===== src/lgsf_map.svh =====
// Named constants for the LED grayscale serial front end: frame layout,
// control word fields, encodings and timing figures.
// Assumes a single 100 MHz system clock; included by the sender, driver and timer modules.
`ifndef LGSF_MAP_SVH
`define LGSF_MAP_SVH

// ----------------------------------------------------------------------
// Frame layout
// ----------------------------------------------------------------------
`define LGSF_FRAME_BITS 208
`define LGSF_WORD_BITS 16
`define LGSF_CHANNELS 12
`define LGSF_CTRL_MSB 207
`define LGSF_CTRL_LSB 192
`define LGSF_LEVEL_MSB 191
`define LGSF_CNT_W 8
`define LGSF_CTRL_RST 16'h0000

// ----------------------------------------------------------------------
// Control word fields
// ----------------------------------------------------------------------
`define LGSF_F_UNUSED_MSB 15
`define LGSF_F_UNUSED_LSB 11
`define LGSF_F_EDGE 10
`define LGSF_F_RES_MSB 9
`define LGSF_F_RES_LSB 8
`define LGSF_F_PRE_MSB 7
`define LGSF_F_PRE_LSB 5
`define LGSF_F_WAVE 4
`define LGSF_F_SRC 3
`define LGSF_F_SENSE 2
`define LGSF_F_RESTART 1
`define LGSF_F_SINGLE 0

// ----------------------------------------------------------------------
// Encodings
// ----------------------------------------------------------------------
`define LGSF_RES_8 2'h0
`define LGSF_RES_12 2'h1
`define LGSF_RES_14 2'h2
`define LGSF_RES_16 2'h3
`define LGSF_DEPTH_8 5'h08
`define LGSF_DEPTH_12 5'h0c
`define LGSF_DEPTH_14 5'h0e
`define LGSF_DEPTH_16 5'h10
`define LGSF_MASK_8 16'h00ff
`define LGSF_MASK_12 16'h0fff
`define LGSF_MASK_14 16'h3fff
`define LGSF_MASK_16 16'hffff
`define LGSF_PRE_DIV1 3'h0
`define LGSF_PRE_DIV2 3'h1
`define LGSF_PRE_DIV4 3'h2
`define LGSF_PRE_DIV8 3'h3
`define LGSF_PRE_DIV16 3'h4
`define LGSF_PRE_DIV64 3'h5
`define LGSF_PRE_DIV128 3'h6
`define LGSF_PRE_DIV256 3'h7
`define LGSF_SH_DIV1 4'h0
`define LGSF_SH_DIV2 4'h1
`define LGSF_SH_DIV4 4'h2
`define LGSF_SH_DIV8 4'h3
`define LGSF_SH_DIV16 4'h4
`define LGSF_SH_DIV64 4'h6
`define LGSF_SH_DIV128 4'h7
`define LGSF_SH_DIV256 4'h8

// ----------------------------------------------------------------------
// Timing
// ----------------------------------------------------------------------
`define LGSF_CLK_PERIOD_NS 10
`define LGSF_NS_PER_US 1000
`define LGSF_START_TIME_US 220
`define LGSF_RETIME_NS 90
`define LGSF_PULSE_HI_NS 70
`define LGSF_PULSE_LO_NS 230
`define LGSF_STOP_BASE_NS 200
`define LGSF_STOP_PER_DEV_NS 10
`define LGSF_DCK_HALF_NS 50
`define LGSF_LATCH_PULSES 4
`define LGSF_LATCH_FALL 2
`define LGSF_OSC_HALF_CYC 6
`define LGSF_TIMER_W 16

`endif


===== src/lgsf_pkg.sv =====
// Types shared by both ends of the LED grayscale serial link.
// Assumes lgsf_map.svh supplies all numeric constants.
package lgsf_pkg;

  typedef enum logic [5:0] {
    HOST_IDLE = 6'b000001,
    HOST_BIT = 6'b000010,
    HOST_START = 6'b000100,
    HOST_HI = 6'b001000,
    HOST_LO = 6'b010000,
    HOST_STOP = 6'b100000
  } lgsf_host_st_t;

  typedef enum logic [1:0] {
    DEV_SHIFT = 2'b01,
    DEV_ARMED = 2'b10
  } lgsf_dev_st_t;

endpackage : lgsf_pkg


===== src/lgsf_link_if.sv =====
// Serial link between a frame sender and one LED driver front end.
// Assumes both ends run on the same mclk; the testbench joins them.
`timescale 1ns/1ps
interface lgsf_link_if;
  logic shift_clock_in;
  logic serial_in;
  logic serial_out;
  logic shift_clock_out;

  modport host (
    output shift_clock_in,
    output serial_in,
    input serial_out,
    input shift_clock_out
  );

  modport dev (
    input shift_clock_in,
    input serial_in,
    output serial_out,
    output shift_clock_out
  );
endinterface : lgsf_link_if


===== src/lgsf_device.sv =====
// Driver-side serial front end: double-edge shift register, cascade
// output, latch sequence detection, holding latch and control decode.
// Assumes link pins are synchronous to mclk and change at most once a cycle.
//
// Contract
// RL1 - Sample serial input on both shift clock edges
// RL2 - Shift 208 bits, latch only on sequence
// RL3 - Pass leaving bits out on every edge
// RL4 - Frame is control word plus twelve levels
// RL5 - Control word sits in frame bits 207:192
// RL6 - Sender zeroes unused control bits 15:11
// RL7 - Edge rate bit selects slow or fast
// RL8 - Resolution field selects 8/12/14/16 bit depth
// RL9 - Prescale field divides internal clock by table
// RL10 - Sender zeroes prescale when external clock used
// RL11 - Waveform bit selects segmented or density waveform
// RL12 - Source bit selects internal or external clock
// RL13 - Sense bit selects sink or inverted generator
// RL14 - Counter restart only with external clock
// RL15 - Single frame only with counter restart
// RL16 - Channel levels follow, first channel highest, MSB first
// RL17 - Sender right-justifies levels, zeroes upper bits
// RL18 - Latch pulses high 70ns, low 230ns minimum
// RL19 - Stop interval exceeds 200ns plus 10ns per device
// RL20 - Quiet shift clock over 220us starts latch
// RL21 - Four pulses, latch on second falling edge
// RL22 - Regenerate latch pulses 90ns wide on output
// RL23 - Settings change only when latch loads
`timescale 1ns/1ps
`include "lgsf_map.svh"
module lgsf_device #(
  parameter int START_CYC = (`LGSF_START_TIME_US * `LGSF_NS_PER_US) / `LGSF_CLK_PERIOD_NS + 1,
  parameter int RETIME_CYC = `LGSF_RETIME_NS / `LGSF_CLK_PERIOD_NS,
  parameter int OSC_HALF_CYC = `LGSF_OSC_HALF_CYC
) (
  input wire logic mclk,
  input wire logic resetn,
  lgsf_link_if.dev link,
  input wire logic level_clock_in,
  output logic [`LGSF_WORD_BITS-1:0] control_word,
  output logic edge_fast,
  output logic [1:0] resolution_sel,
  output logic [4:0] level_depth,
  output logic [3:0] prescale_shift,
  output logic adaptive_density_waveform,
  output logic segmented_pulse_waveform,
  output logic ext_clock_sel,
  output logic output_inverted,
  output logic counter_restart,
  output logic single_frame,
  output logic [`LGSF_LEVEL_MSB:0] levels,
  output logic latch_load,
  output logic level_clock_out,
  output logic level_tick
);
  // ----------------------------------------------------------------------
  // Edge detection
  // ----------------------------------------------------------------------
  logic dck_d_r;
  logic di_d_r;
  logic lck_d_r;
  logic dck_edge;
  logic di_rise;
  logic di_fall;
  logic lck_edge;

  always_ff @(posedge mclk or negedge resetn)
  begin
    if (!resetn)
    begin
      dck_d_r <= 1'b0;
      di_d_r <= 1'b0;
      lck_d_r <= 1'b0;
    end
    else
    begin
      dck_d_r <= link.shift_clock_in;
      di_d_r <= link.serial_in;
      lck_d_r <= level_clock_in;
    end
  end

  assign dck_edge = link.shift_clock_in ^ dck_d_r; // RL1
  assign di_rise = link.serial_in & ~di_d_r;
  assign di_fall = ~link.serial_in & di_d_r;
  assign lck_edge = level_clock_in ^ lck_d_r;

  // ----------------------------------------------------------------------
  // Shift register
  // ----------------------------------------------------------------------
  logic [`LGSF_FRAME_BITS-1:0] shift_r;
  logic out_bit_r;
  logic [`LGSF_CNT_W-1:0] bit_cnt_r;
  logic full;
  logic arm;
  lgsf_pkg::lgsf_dev_st_t state_r;

  assign full = (bit_cnt_r == `LGSF_CNT_W'(`LGSF_FRAME_BITS));

  always_ff @(posedge mclk or negedge resetn)
  begin
    if (!resetn)
    begin
      shift_r <= '0;
      out_bit_r <= 1'b0;
    end
    else if (dck_edge)
    begin
      shift_r <= {shift_r[`LGSF_FRAME_BITS-2:0], link.serial_in}; // RL1 RL2 RL4
      out_bit_r <= shift_r[`LGSF_FRAME_BITS-1]; // RL3
    end
  end

  // Saturates: in a cascade more than one frame passes through
  always_ff @(posedge mclk or negedge resetn)
  begin
    if (!resetn)
      bit_cnt_r <= '0;
    else if (arm)
      bit_cnt_r <= '0;
    else if (dck_edge && !full)
      bit_cnt_r <= bit_cnt_r + `LGSF_CNT_W'(1);
  end

  // ----------------------------------------------------------------------
  // Latch sequence detection
  // ----------------------------------------------------------------------
  logic idle_expire;
  logic ret_busy;
  logic [2:0] fall_cnt_r;
  logic latch_hit;

  // Reloaded on every shift clock edge, so it only expires after a quiet spell
  lgsf_timer #(.W(`LGSF_TIMER_W)) u_idle (
    .mclk(mclk),
    .resetn(resetn),
    .load(dck_edge),
    .value(`LGSF_TIMER_W'(START_CYC)),
    .busy(),
    .expire(idle_expire)
  );

  assign arm = (state_r == lgsf_pkg::DEV_SHIFT) && idle_expire && full && !dck_edge; // RL20

  always_ff @(posedge mclk or negedge resetn)
  begin
    if (!resetn)
      state_r <= lgsf_pkg::DEV_SHIFT;
    else
    begin
      case (state_r)
        lgsf_pkg::DEV_SHIFT:
          if (arm)
            state_r <= lgsf_pkg::DEV_ARMED;
        lgsf_pkg::DEV_ARMED:
          if (dck_edge)
            state_r <= lgsf_pkg::DEV_SHIFT;
        default:
          state_r <= lgsf_pkg::DEV_SHIFT;
      endcase
    end
  end

  always_ff @(posedge mclk or negedge resetn)
  begin
    if (!resetn)
      fall_cnt_r <= '0;
    else if (arm)
      fall_cnt_r <= '0;
    else if ((state_r == lgsf_pkg::DEV_ARMED) && di_fall && (fall_cnt_r != 3'(`LGSF_LATCH_PULSES)))
      fall_cnt_r <= fall_cnt_r + 3'h1;
  end

  assign latch_hit = (state_r == lgsf_pkg::DEV_ARMED) && di_fall && !dck_edge
                     && (fall_cnt_r == 3'(`LGSF_LATCH_FALL - 1)); // RL21

  // ----------------------------------------------------------------------
  // Holding latch
  // ----------------------------------------------------------------------
  logic [`LGSF_WORD_BITS-1:0] ctrl_r;

  always_ff @(posedge mclk or negedge resetn)
  begin
    if (!resetn)
    begin
      ctrl_r <= `LGSF_CTRL_RST;
      levels <= '0;
      latch_load <= 1'b0;
    end
    else
    begin
      latch_load <= latch_hit;
      if (latch_hit)
      begin
        ctrl_r <= shift_r[`LGSF_CTRL_MSB:`LGSF_CTRL_LSB]; // RL2 RL5 RL23
        levels <= shift_r[`LGSF_LEVEL_MSB:0]; // RL16 RL23
      end
    end
  end

  // ----------------------------------------------------------------------
  // Cascade output
  // ----------------------------------------------------------------------
  // Clock and data go out in the same cycle, both two cycles after the input shift clock edge
  lgsf_timer #(.W(`LGSF_TIMER_W)) u_retime (
    .mclk(mclk),
    .resetn(resetn),
    .load((state_r == lgsf_pkg::DEV_ARMED) && di_rise),
    .value(`LGSF_TIMER_W'(RETIME_CYC)),
    .busy(ret_busy),
    .expire()
  );

  always_ff @(posedge mclk or negedge resetn)
  begin
    if (!resetn)
    begin
      link.serial_out <= 1'b0;
      link.shift_clock_out <= 1'b0;
    end
    else
    begin
      link.shift_clock_out <= dck_d_r; // RL3
      if (state_r == lgsf_pkg::DEV_ARMED)
        link.serial_out <= ret_busy; // RL22
      else
        link.serial_out <= out_bit_r; // RL3
    end
  end

  // ----------------------------------------------------------------------
  // Control decode
  // ----------------------------------------------------------------------
  always_ff @(posedge mclk or negedge resetn)
  begin
    if (!resetn)
    begin
      control_word <= `LGSF_CTRL_RST;
      edge_fast <= 1'b0;
      resolution_sel <= `LGSF_RES_8;
      level_depth <= `LGSF_DEPTH_8;
      prescale_shift <= `LGSF_SH_DIV1;
      adaptive_density_waveform <= 1'b0;
      segmented_pulse_waveform <= 1'b1;
      ext_clock_sel <= 1'b0;
      output_inverted <= 1'b0;
      counter_restart <= 1'b0;
      single_frame <= 1'b0;
    end
    else
    begin
      control_word <= ctrl_r;
      edge_fast <= ctrl_r[`LGSF_F_EDGE]; // RL7
      resolution_sel <= ctrl_r[`LGSF_F_RES_MSB:`LGSF_F_RES_LSB];
      case (ctrl_r[`LGSF_F_RES_MSB:`LGSF_F_RES_LSB]) // RL8
        `LGSF_RES_8: level_depth <= `LGSF_DEPTH_8;
        `LGSF_RES_12: level_depth <= `LGSF_DEPTH_12;
        `LGSF_RES_14: level_depth <= `LGSF_DEPTH_14;
        default: level_depth <= `LGSF_DEPTH_16;
      endcase
      case (ctrl_r[`LGSF_F_PRE_MSB:`LGSF_F_PRE_LSB]) // RL9
        `LGSF_PRE_DIV1: prescale_shift <= `LGSF_SH_DIV1;
        `LGSF_PRE_DIV2: prescale_shift <= `LGSF_SH_DIV2;
        `LGSF_PRE_DIV4: prescale_shift <= `LGSF_SH_DIV4;
        `LGSF_PRE_DIV8: prescale_shift <= `LGSF_SH_DIV8;
        `LGSF_PRE_DIV16: prescale_shift <= `LGSF_SH_DIV16;
        `LGSF_PRE_DIV64: prescale_shift <= `LGSF_SH_DIV64;
        `LGSF_PRE_DIV128: prescale_shift <= `LGSF_SH_DIV128;
        default: prescale_shift <= `LGSF_SH_DIV256;
      endcase
      adaptive_density_waveform <= ctrl_r[`LGSF_F_WAVE]; // RL11
      segmented_pulse_waveform <= ~ctrl_r[`LGSF_F_WAVE]; // RL11
      ext_clock_sel <= ctrl_r[`LGSF_F_SRC]; // RL12
      output_inverted <= ctrl_r[`LGSF_F_SENSE]; // RL13
      // Illegal combinations fall back to the permitted mode
      counter_restart <= ctrl_r[`LGSF_F_RESTART] & ctrl_r[`LGSF_F_SRC]; // RL14
      single_frame <= ctrl_r[`LGSF_F_SINGLE] & ctrl_r[`LGSF_F_RESTART] & ctrl_r[`LGSF_F_SRC]; // RL15
    end
  end

  // ----------------------------------------------------------------------
  // Grayscale clock source and prescaler
  // ----------------------------------------------------------------------
  logic [7:0] osc_cnt_r;
  logic osc_tick;
  logic [7:0] pre_cnt_r;
  logic [7:0] pre_mask;
  logic int_tick;
  logic int_clk_r;

  assign osc_tick = (osc_cnt_r == 8'(OSC_HALF_CYC - 1));
  assign pre_mask = 8'((9'h001 << prescale_shift) - 9'h001);
  assign int_tick = osc_tick && ((pre_cnt_r & pre_mask) == 8'h00); // RL9

  always_ff @(posedge mclk or negedge resetn)
  begin
    if (!resetn)
    begin
      osc_cnt_r <= 8'h00;
      pre_cnt_r <= 8'h00;
      int_clk_r <= 1'b0;
    end
    else
    begin
      osc_cnt_r <= osc_tick ? 8'h00 : osc_cnt_r + 8'h01;
      if (osc_tick)
        pre_cnt_r <= pre_cnt_r + 8'h01;
      if (int_tick)
        int_clk_r <= ~int_clk_r;
    end
  end

  // Prescaler is bypassed entirely on the external source
  always_ff @(posedge mclk or negedge resetn)
  begin
    if (!resetn)
    begin
      level_clock_out <= 1'b0;
      level_tick <= 1'b0;
    end
    else if (ext_clock_sel)
    begin
      level_clock_out <= level_clock_in; // RL12
      level_tick <= lck_edge;
    end
    else
    begin
      level_clock_out <= int_clk_r;
      level_tick <= int_tick;
    end
  end
endmodule : lgsf_device


===== src/lgsf_timer.sv =====
// Loadable down counter with a one-cycle expiry pulse.
// Assumes load and value are synchronous to mclk.
`timescale 1ns/1ps
`include "lgsf_map.svh"
module lgsf_timer #(
  parameter int W = `LGSF_TIMER_W
) (
  input wire logic mclk,
  input wire logic resetn,
  input wire logic load,
  input wire logic [W-1:0] value,
  output logic busy,
  output logic expire
);
  logic [W-1:0] count_r;

  always_ff @(posedge mclk or negedge resetn)
  begin
    if (!resetn)
    begin
      count_r <= '0;
      expire <= 1'b0;
    end
    else
    begin
      expire <= !load && (count_r == W'(1));
      if (load)
        count_r <= value;
      else if (count_r != '0)
        count_r <= count_r - W'(1);
    end
  end

  assign busy = (count_r != '0);
endmodule : lgsf_timer

===== src/flat_wrapper.sv =====
// flat-port wrapper written by rule: the top's interface ports become plain ports
module lgsf_device_flat 
#(
  parameter int START_CYC = (`LGSF_START_TIME_US * `LGSF_NS_PER_US) / `LGSF_CLK_PERIOD_NS + 1,
  parameter int RETIME_CYC = `LGSF_RETIME_NS / `LGSF_CLK_PERIOD_NS,
  parameter int OSC_HALF_CYC = `LGSF_OSC_HALF_CYC
)
  (mclk, resetn, level_clock_in, control_word, edge_fast, resolution_sel, level_depth, prescale_shift, adaptive_density_waveform, segmented_pulse_waveform, ext_clock_sel, output_inverted, counter_restart, single_frame, levels, latch_load, level_clock_out, level_tick, link_shift_clock_in, link_serial_in, link_serial_out, link_shift_clock_out);
  lgsf_link_if link_i ();
  input wire logic mclk;
  input wire logic resetn;
  input wire logic level_clock_in;
  output logic [`LGSF_WORD_BITS-1:0] control_word;
  output logic edge_fast;
  output logic [1:0] resolution_sel;
  output logic [4:0] level_depth;
  output logic [3:0] prescale_shift;
  output logic adaptive_density_waveform;
  output logic segmented_pulse_waveform;
  output logic ext_clock_sel;
  output logic output_inverted;
  output logic counter_restart;
  output logic single_frame;
  output logic [`LGSF_LEVEL_MSB:0] levels;
  output logic latch_load;
  output logic level_clock_out;
  output logic level_tick;
  input wire logic [$bits(link_i.shift_clock_in)-1:0] link_shift_clock_in;
  input wire logic [$bits(link_i.serial_in)-1:0] link_serial_in;
  output wire logic [$bits(link_i.serial_out)-1:0] link_serial_out;
  output wire logic [$bits(link_i.shift_clock_out)-1:0] link_shift_clock_out;
  assign link_i.shift_clock_in = link_shift_clock_in;
  assign link_i.serial_in = link_serial_in;
  assign link_serial_out = link_i.serial_out;
  assign link_shift_clock_out = link_i.shift_clock_out;
  lgsf_device #(.START_CYC(START_CYC), .RETIME_CYC(RETIME_CYC), .OSC_HALF_CYC(OSC_HALF_CYC)) u_core (.mclk(mclk), .resetn(resetn), .link(link_i), .level_clock_in(level_clock_in), .control_word(control_word), .edge_fast(edge_fast), .resolution_sel(resolution_sel), .level_depth(level_depth), .prescale_shift(prescale_shift), .adaptive_density_waveform(adaptive_density_waveform), .segmented_pulse_waveform(segmented_pulse_waveform), .ext_clock_sel(ext_clock_sel), .output_inverted(output_inverted), .counter_restart(counter_restart), .single_frame(single_frame), .levels(levels), .latch_load(latch_load), .level_clock_out(level_clock_out), .level_tick(level_tick));
endmodule

===== config.mk =====
export PLATFORM = sky130hd
export DESIGN_NAME = lgsf_device_flat
export DESIGN_NICKNAME = d
export VERILOG_FILES = /design/src/lgsf_pkg.sv /design/src/lgsf_link_if.sv /design/src/lgsf_device.sv /design/src/lgsf_timer.sv /design/src/flat_wrapper.sv
export VERILOG_INCLUDE_DIRS = /design/src
export SDC_FILE = /design/constraint.sdc
export NUM_CORES = 1
export LEC_CHECK = 0
export ABC_CLOCK_PERIOD_IN_PS = 2250
export BUFFER_PORTS_ARGS = -buffer_cell sky130_fd_sc_hd__buf_2
export CAP_MARGIN = 20
export CORE_MARGIN = 3
export CORE_UTILIZATION = 35
export CTS_BUF_LIST = sky130_fd_sc_hd__clkbuf_8
export DETAILED_ROUTE_END_ITERATION = 10
export PLACE_DENSITY = 0.6
export REMOVE_ABC_BUFFERS = 1
export SLEW_MARGIN = 40
export SYNTH_ARGS = -nofsm -noshare
export SYNTH_HDL_FRONTEND = slang
export SYNTH_SLANG_ARGS = --single-unit

===== constraint.sdc =====
create_clock -name mclk -period 2.25 [get_ports mclk]
set_clock_uncertainty 0.05 [all_clocks]
set_input_delay 0.3375 -clock mclk [delete_from_list [all_inputs] [get_ports mclk]]
set_output_delay 0.3375 -clock mclk [all_outputs]
set_load 0.03 [all_outputs]

==> results.json <==
{
  "status": "complete, no violations",
  "ant_nets": 0,
  "final_nets": 2028,
  "die_x_um": 245,
  "io_buffers": 234,
  "path_buf_inv": 1,
  "fillers": 5307,
  "clk_transition_reported_paths_ns": 0.06,
  "ys_seq_elements": 515,
  "post_cts_buffers": 0,
  "cts.path.max_buffers": 3,
  "clk_latency_ns": 0.66,
  "antenna_found_initial": 1,
  "place_ws_ns": -0.0114,
  "drv_cap": 0,
  "worstMarginPinSlew_ns": 0.628,
  "max_freq_ghz": 0.449,
  "die-area_um2": 59900,
  "startpoint": "u_core.osc_cnt_r[1]",
  "finalCritPeriodShare": 0.989,
  "power.total_mw": 20.2,
  "maxSlewHeadroom": 0.581,
  "fin_ws_ns": 0.0241,
  "critPathSlowestCell": "or4b_4",
  "power_leakage_nw": 13.5,
  "firstDrtPassIters": 5,
  "setup.worst_path.end_class": "flop",
  "start_util": 0.358,
  "clockRootBuffer": "clkbuf_8",
  "grt_pass1_wl_um": 71800,
  "synth_ff_type": "dfrtp_1",
  "peakVddDrop_mv": 0.345,
  "routabilityCongestion": 0.785,
  "ys_warn_count": 0,
  "grt_max_degree": 128,
  "pin_count": 236,
  "layout-drive-gt1-share": 0.247,
  "syn_area_um2": 19900,
  "htree_levels": 3,
  "num_rows": 86,
  "crit_type": "flop to flop",
  "worstReg2RegStart": "u_core.osc_cnt_r[1]",
  "syn_inst": 1725,
  "num_vias": 13000,
  "fin_cells": 2826,
  "vias_per_cell": 4.60,
  "core_area_um2": 55700,
  "post-route-min-period_ns": 2.23,
  "crit_required_ns": 2.74,
  "placedInstanceArea_um2": 22200,
  "yosysSeqAreaShare": 0.647,
  "numCtsBuffers": 88,
  "post_drt_wl_per_cell_um": 15.3,
  "critPathTopFamily": "simple AND/OR/NAND/NOR gates",
  "critPathMaxStageDelay_ns": 0.47,
  "ys_async_sr_fraction": 1.00,
  "ys_types": 64,
  "start_kind": "flop",
  "powerDensity_nw_per_um2": 834,
  "stdcell_area_um2": 24200,
  "grtUsageTotal": 0.147,
  "worstPathMaxFanout": 3,
  "die_h_um": 245,
  "drc_errors": 0,
  "wirelength_um": 43200,
  "maxSlewViolCount": 0,
  "grt_overflow_total": 0,
  "min_path_type": "input port to asynchronous set/reset pin",
  "setup_viol": 0,
  "syn_avg_cell_area_um2": 11.6,
  "grt_pass1_vias": 13500,
  "numClockSinks": 515,
  "area_growth_pct": 21.6,
  "hpwl_um": 27200,
  "worstPathCellList": "inv_1 > ha_1 > or4b_4 > nor4b_4 > o2111ai_2 > a211o_1 > xnor2_2",
  "drt_iter0_drc": 716,
  "hold_violations": 0,
  "dp.cells": 2663,
  "timing.setup.tns_ns": 0,
  "synth_edf_count": 0,
  "rsz0062_at_grt": "true",
  "cts_tree": "yes",
  "cp_data_arrival_time_ns": 2.72
}
==> sequential cells by signal (all words and copies together) (netlist names), 2 cells and up <==
signal and count:
u_core.shift_r 208, u_core.pre_cnt_r 8, u_core.bit_cnt_r 8, u_core.fall_cnt_r 3, u_core.u_idle.count_r 16, u_core.osc_cnt_r 8
u_core.control_word 16, u_core.state_r 2, u_core.prescale_shift 4, u_core.u_retime.count_r 16, u_core.ctrl_r 16, u_core.levels 192
u_core.level_depth 4
==> placed cells by master (no fill, tap or decap), drive strengths merged, types with 3 or more instances in the layout <==
master       instances
xnor2               33
nand3b               3
dlygate4sd3          4
o211ai               3
nand2b               9
o21a                 3
nand2              652
clkinv               6
or3                  7
dfstp                3
buf                276
nor4                 7
and3                 9
xor2                 8
a21oi               13
nor3                13
or4                  7
nor2                32
o21ai               16
bufinv               5
nand4                5
ha                  14
nor4b                3
dfrtp              512
a211oi               8
mux2i                3
nand3               11
mux2               211
inv                 55
clkbuf             112
==> cell families after synthesis <==
group	synth area share
compound gates	0.0216
xor+xnor	0.0184
fa+ha+maj	0.00879
buf+inv	0.0248
flops	0.647
mux	0.121
other cells	0.000188
simple gates	0.159
==> final cells by class <==
type                    count  area (um2)  share of cell area
flip-flops and latches    515       12900               0.532
multi-input cells        1102        6630               0.273
repair buffers            280        1800              0.0742
clock buffers             112        1540              0.0636
well taps                 748         936              0.0386
clock inverters            46         362              0.0149
inverters                  22        82.6             0.00341
diodes                      1        2.50            0.000103
==> report_power, final <==
group / internal (mW) / total, mW / switching, mW / leakage, nW
Combinational: 0.453 / 1.30 / 0.851 / 5.39
Clock: 5.08 / 8.92 / 3.83 / 1.08
Sequential: 9.62 / 10.0 / 0.386 / 7.07
==> Yosys cell counts (all sizes together) (2+ instances only) <==
library cell,n,area share
a2111oi,2,0.0021
a211o,2,0.00088
a211oi,8,0.0033
a21oi,13,0.0033
a31oi,2,0.00063
and3,9,0.0028
buf,32,0.010
clkbuf,54,0.010
dfrtp,512,0.64
dfstp,3,0.0040
ha,14,0.0088
inv,22,0.0041
mux2,211,0.12
mux2i,3,0.0015
nand2,652,0.12
nand2b,9,0.0028
nand3,11,0.0028
nand3b,3,0.0011
nand4,5,0.0016
nand4b,2,0.00088
nor2,32,0.0060
nor2b,2,0.00063
nor3,13,0.0035
nor3b,2,0.00075
nor4,7,0.0028
nor4b,3,0.0021
o2111ai,2,0.00088
o211ai,3,0.0011
o21a,3,0.0011
o21ai,16,0.0042
or3,7,0.0024
or4,7,0.0026
or4b,2,0.0012
xnor2,33,0.015
xor2,8,0.0035
==> timing repair <==
item | 4_1_cts | 5_1_grt
gates resized for setup | 5 | 3
setup endpoints to repair | 2 | 3
endpoints found under the hold margin | 429 | 0
pin swaps | 4 | 2
hold buffers | 4 | 0
==> worst paths after layout <==
| check | endpoint | slack [ns] | cells past startpoint |
|---|---|---|---|
| worst max-delay path | u_core.int_clk_r | 0.02 | 7 |
| worst min-delay path | u_core.pre_cnt_r[6] | 0.16 | 2 |
| worst max register to register | u_core.int_clk_r | 0.02 | 7 |
| worst min register to register | u_core.control_word[14] | 0.32 | 0 |
| max in group asynchronous | u_core.shift_r[128] | 1.10 | 4 |
| min in group mclk | u_core.control_word[14] | 0.32 | 0 |
==> per-stage QoR <==
stage                     utilization  hold WS, ns
after CTS                       0.434       0.0943
after floorplan                     -     -0.00809
after global routing            0.435        0.140
after detailed placement        0.399        0.262
final                           0.435        0.158
after global placement          0.399        0.264
==> per-layer routing <==
layer  GRT usage  up-vias  part of all wire
met5           0        -                 0
met4      0.0535        0             0.022
met2       0.237      251              0.47
met1       0.189     6469              0.44
li1            -     6217                 -
met3      0.0441       66             0.065
No activity file was read; power rests on OpenSTA's default activity.
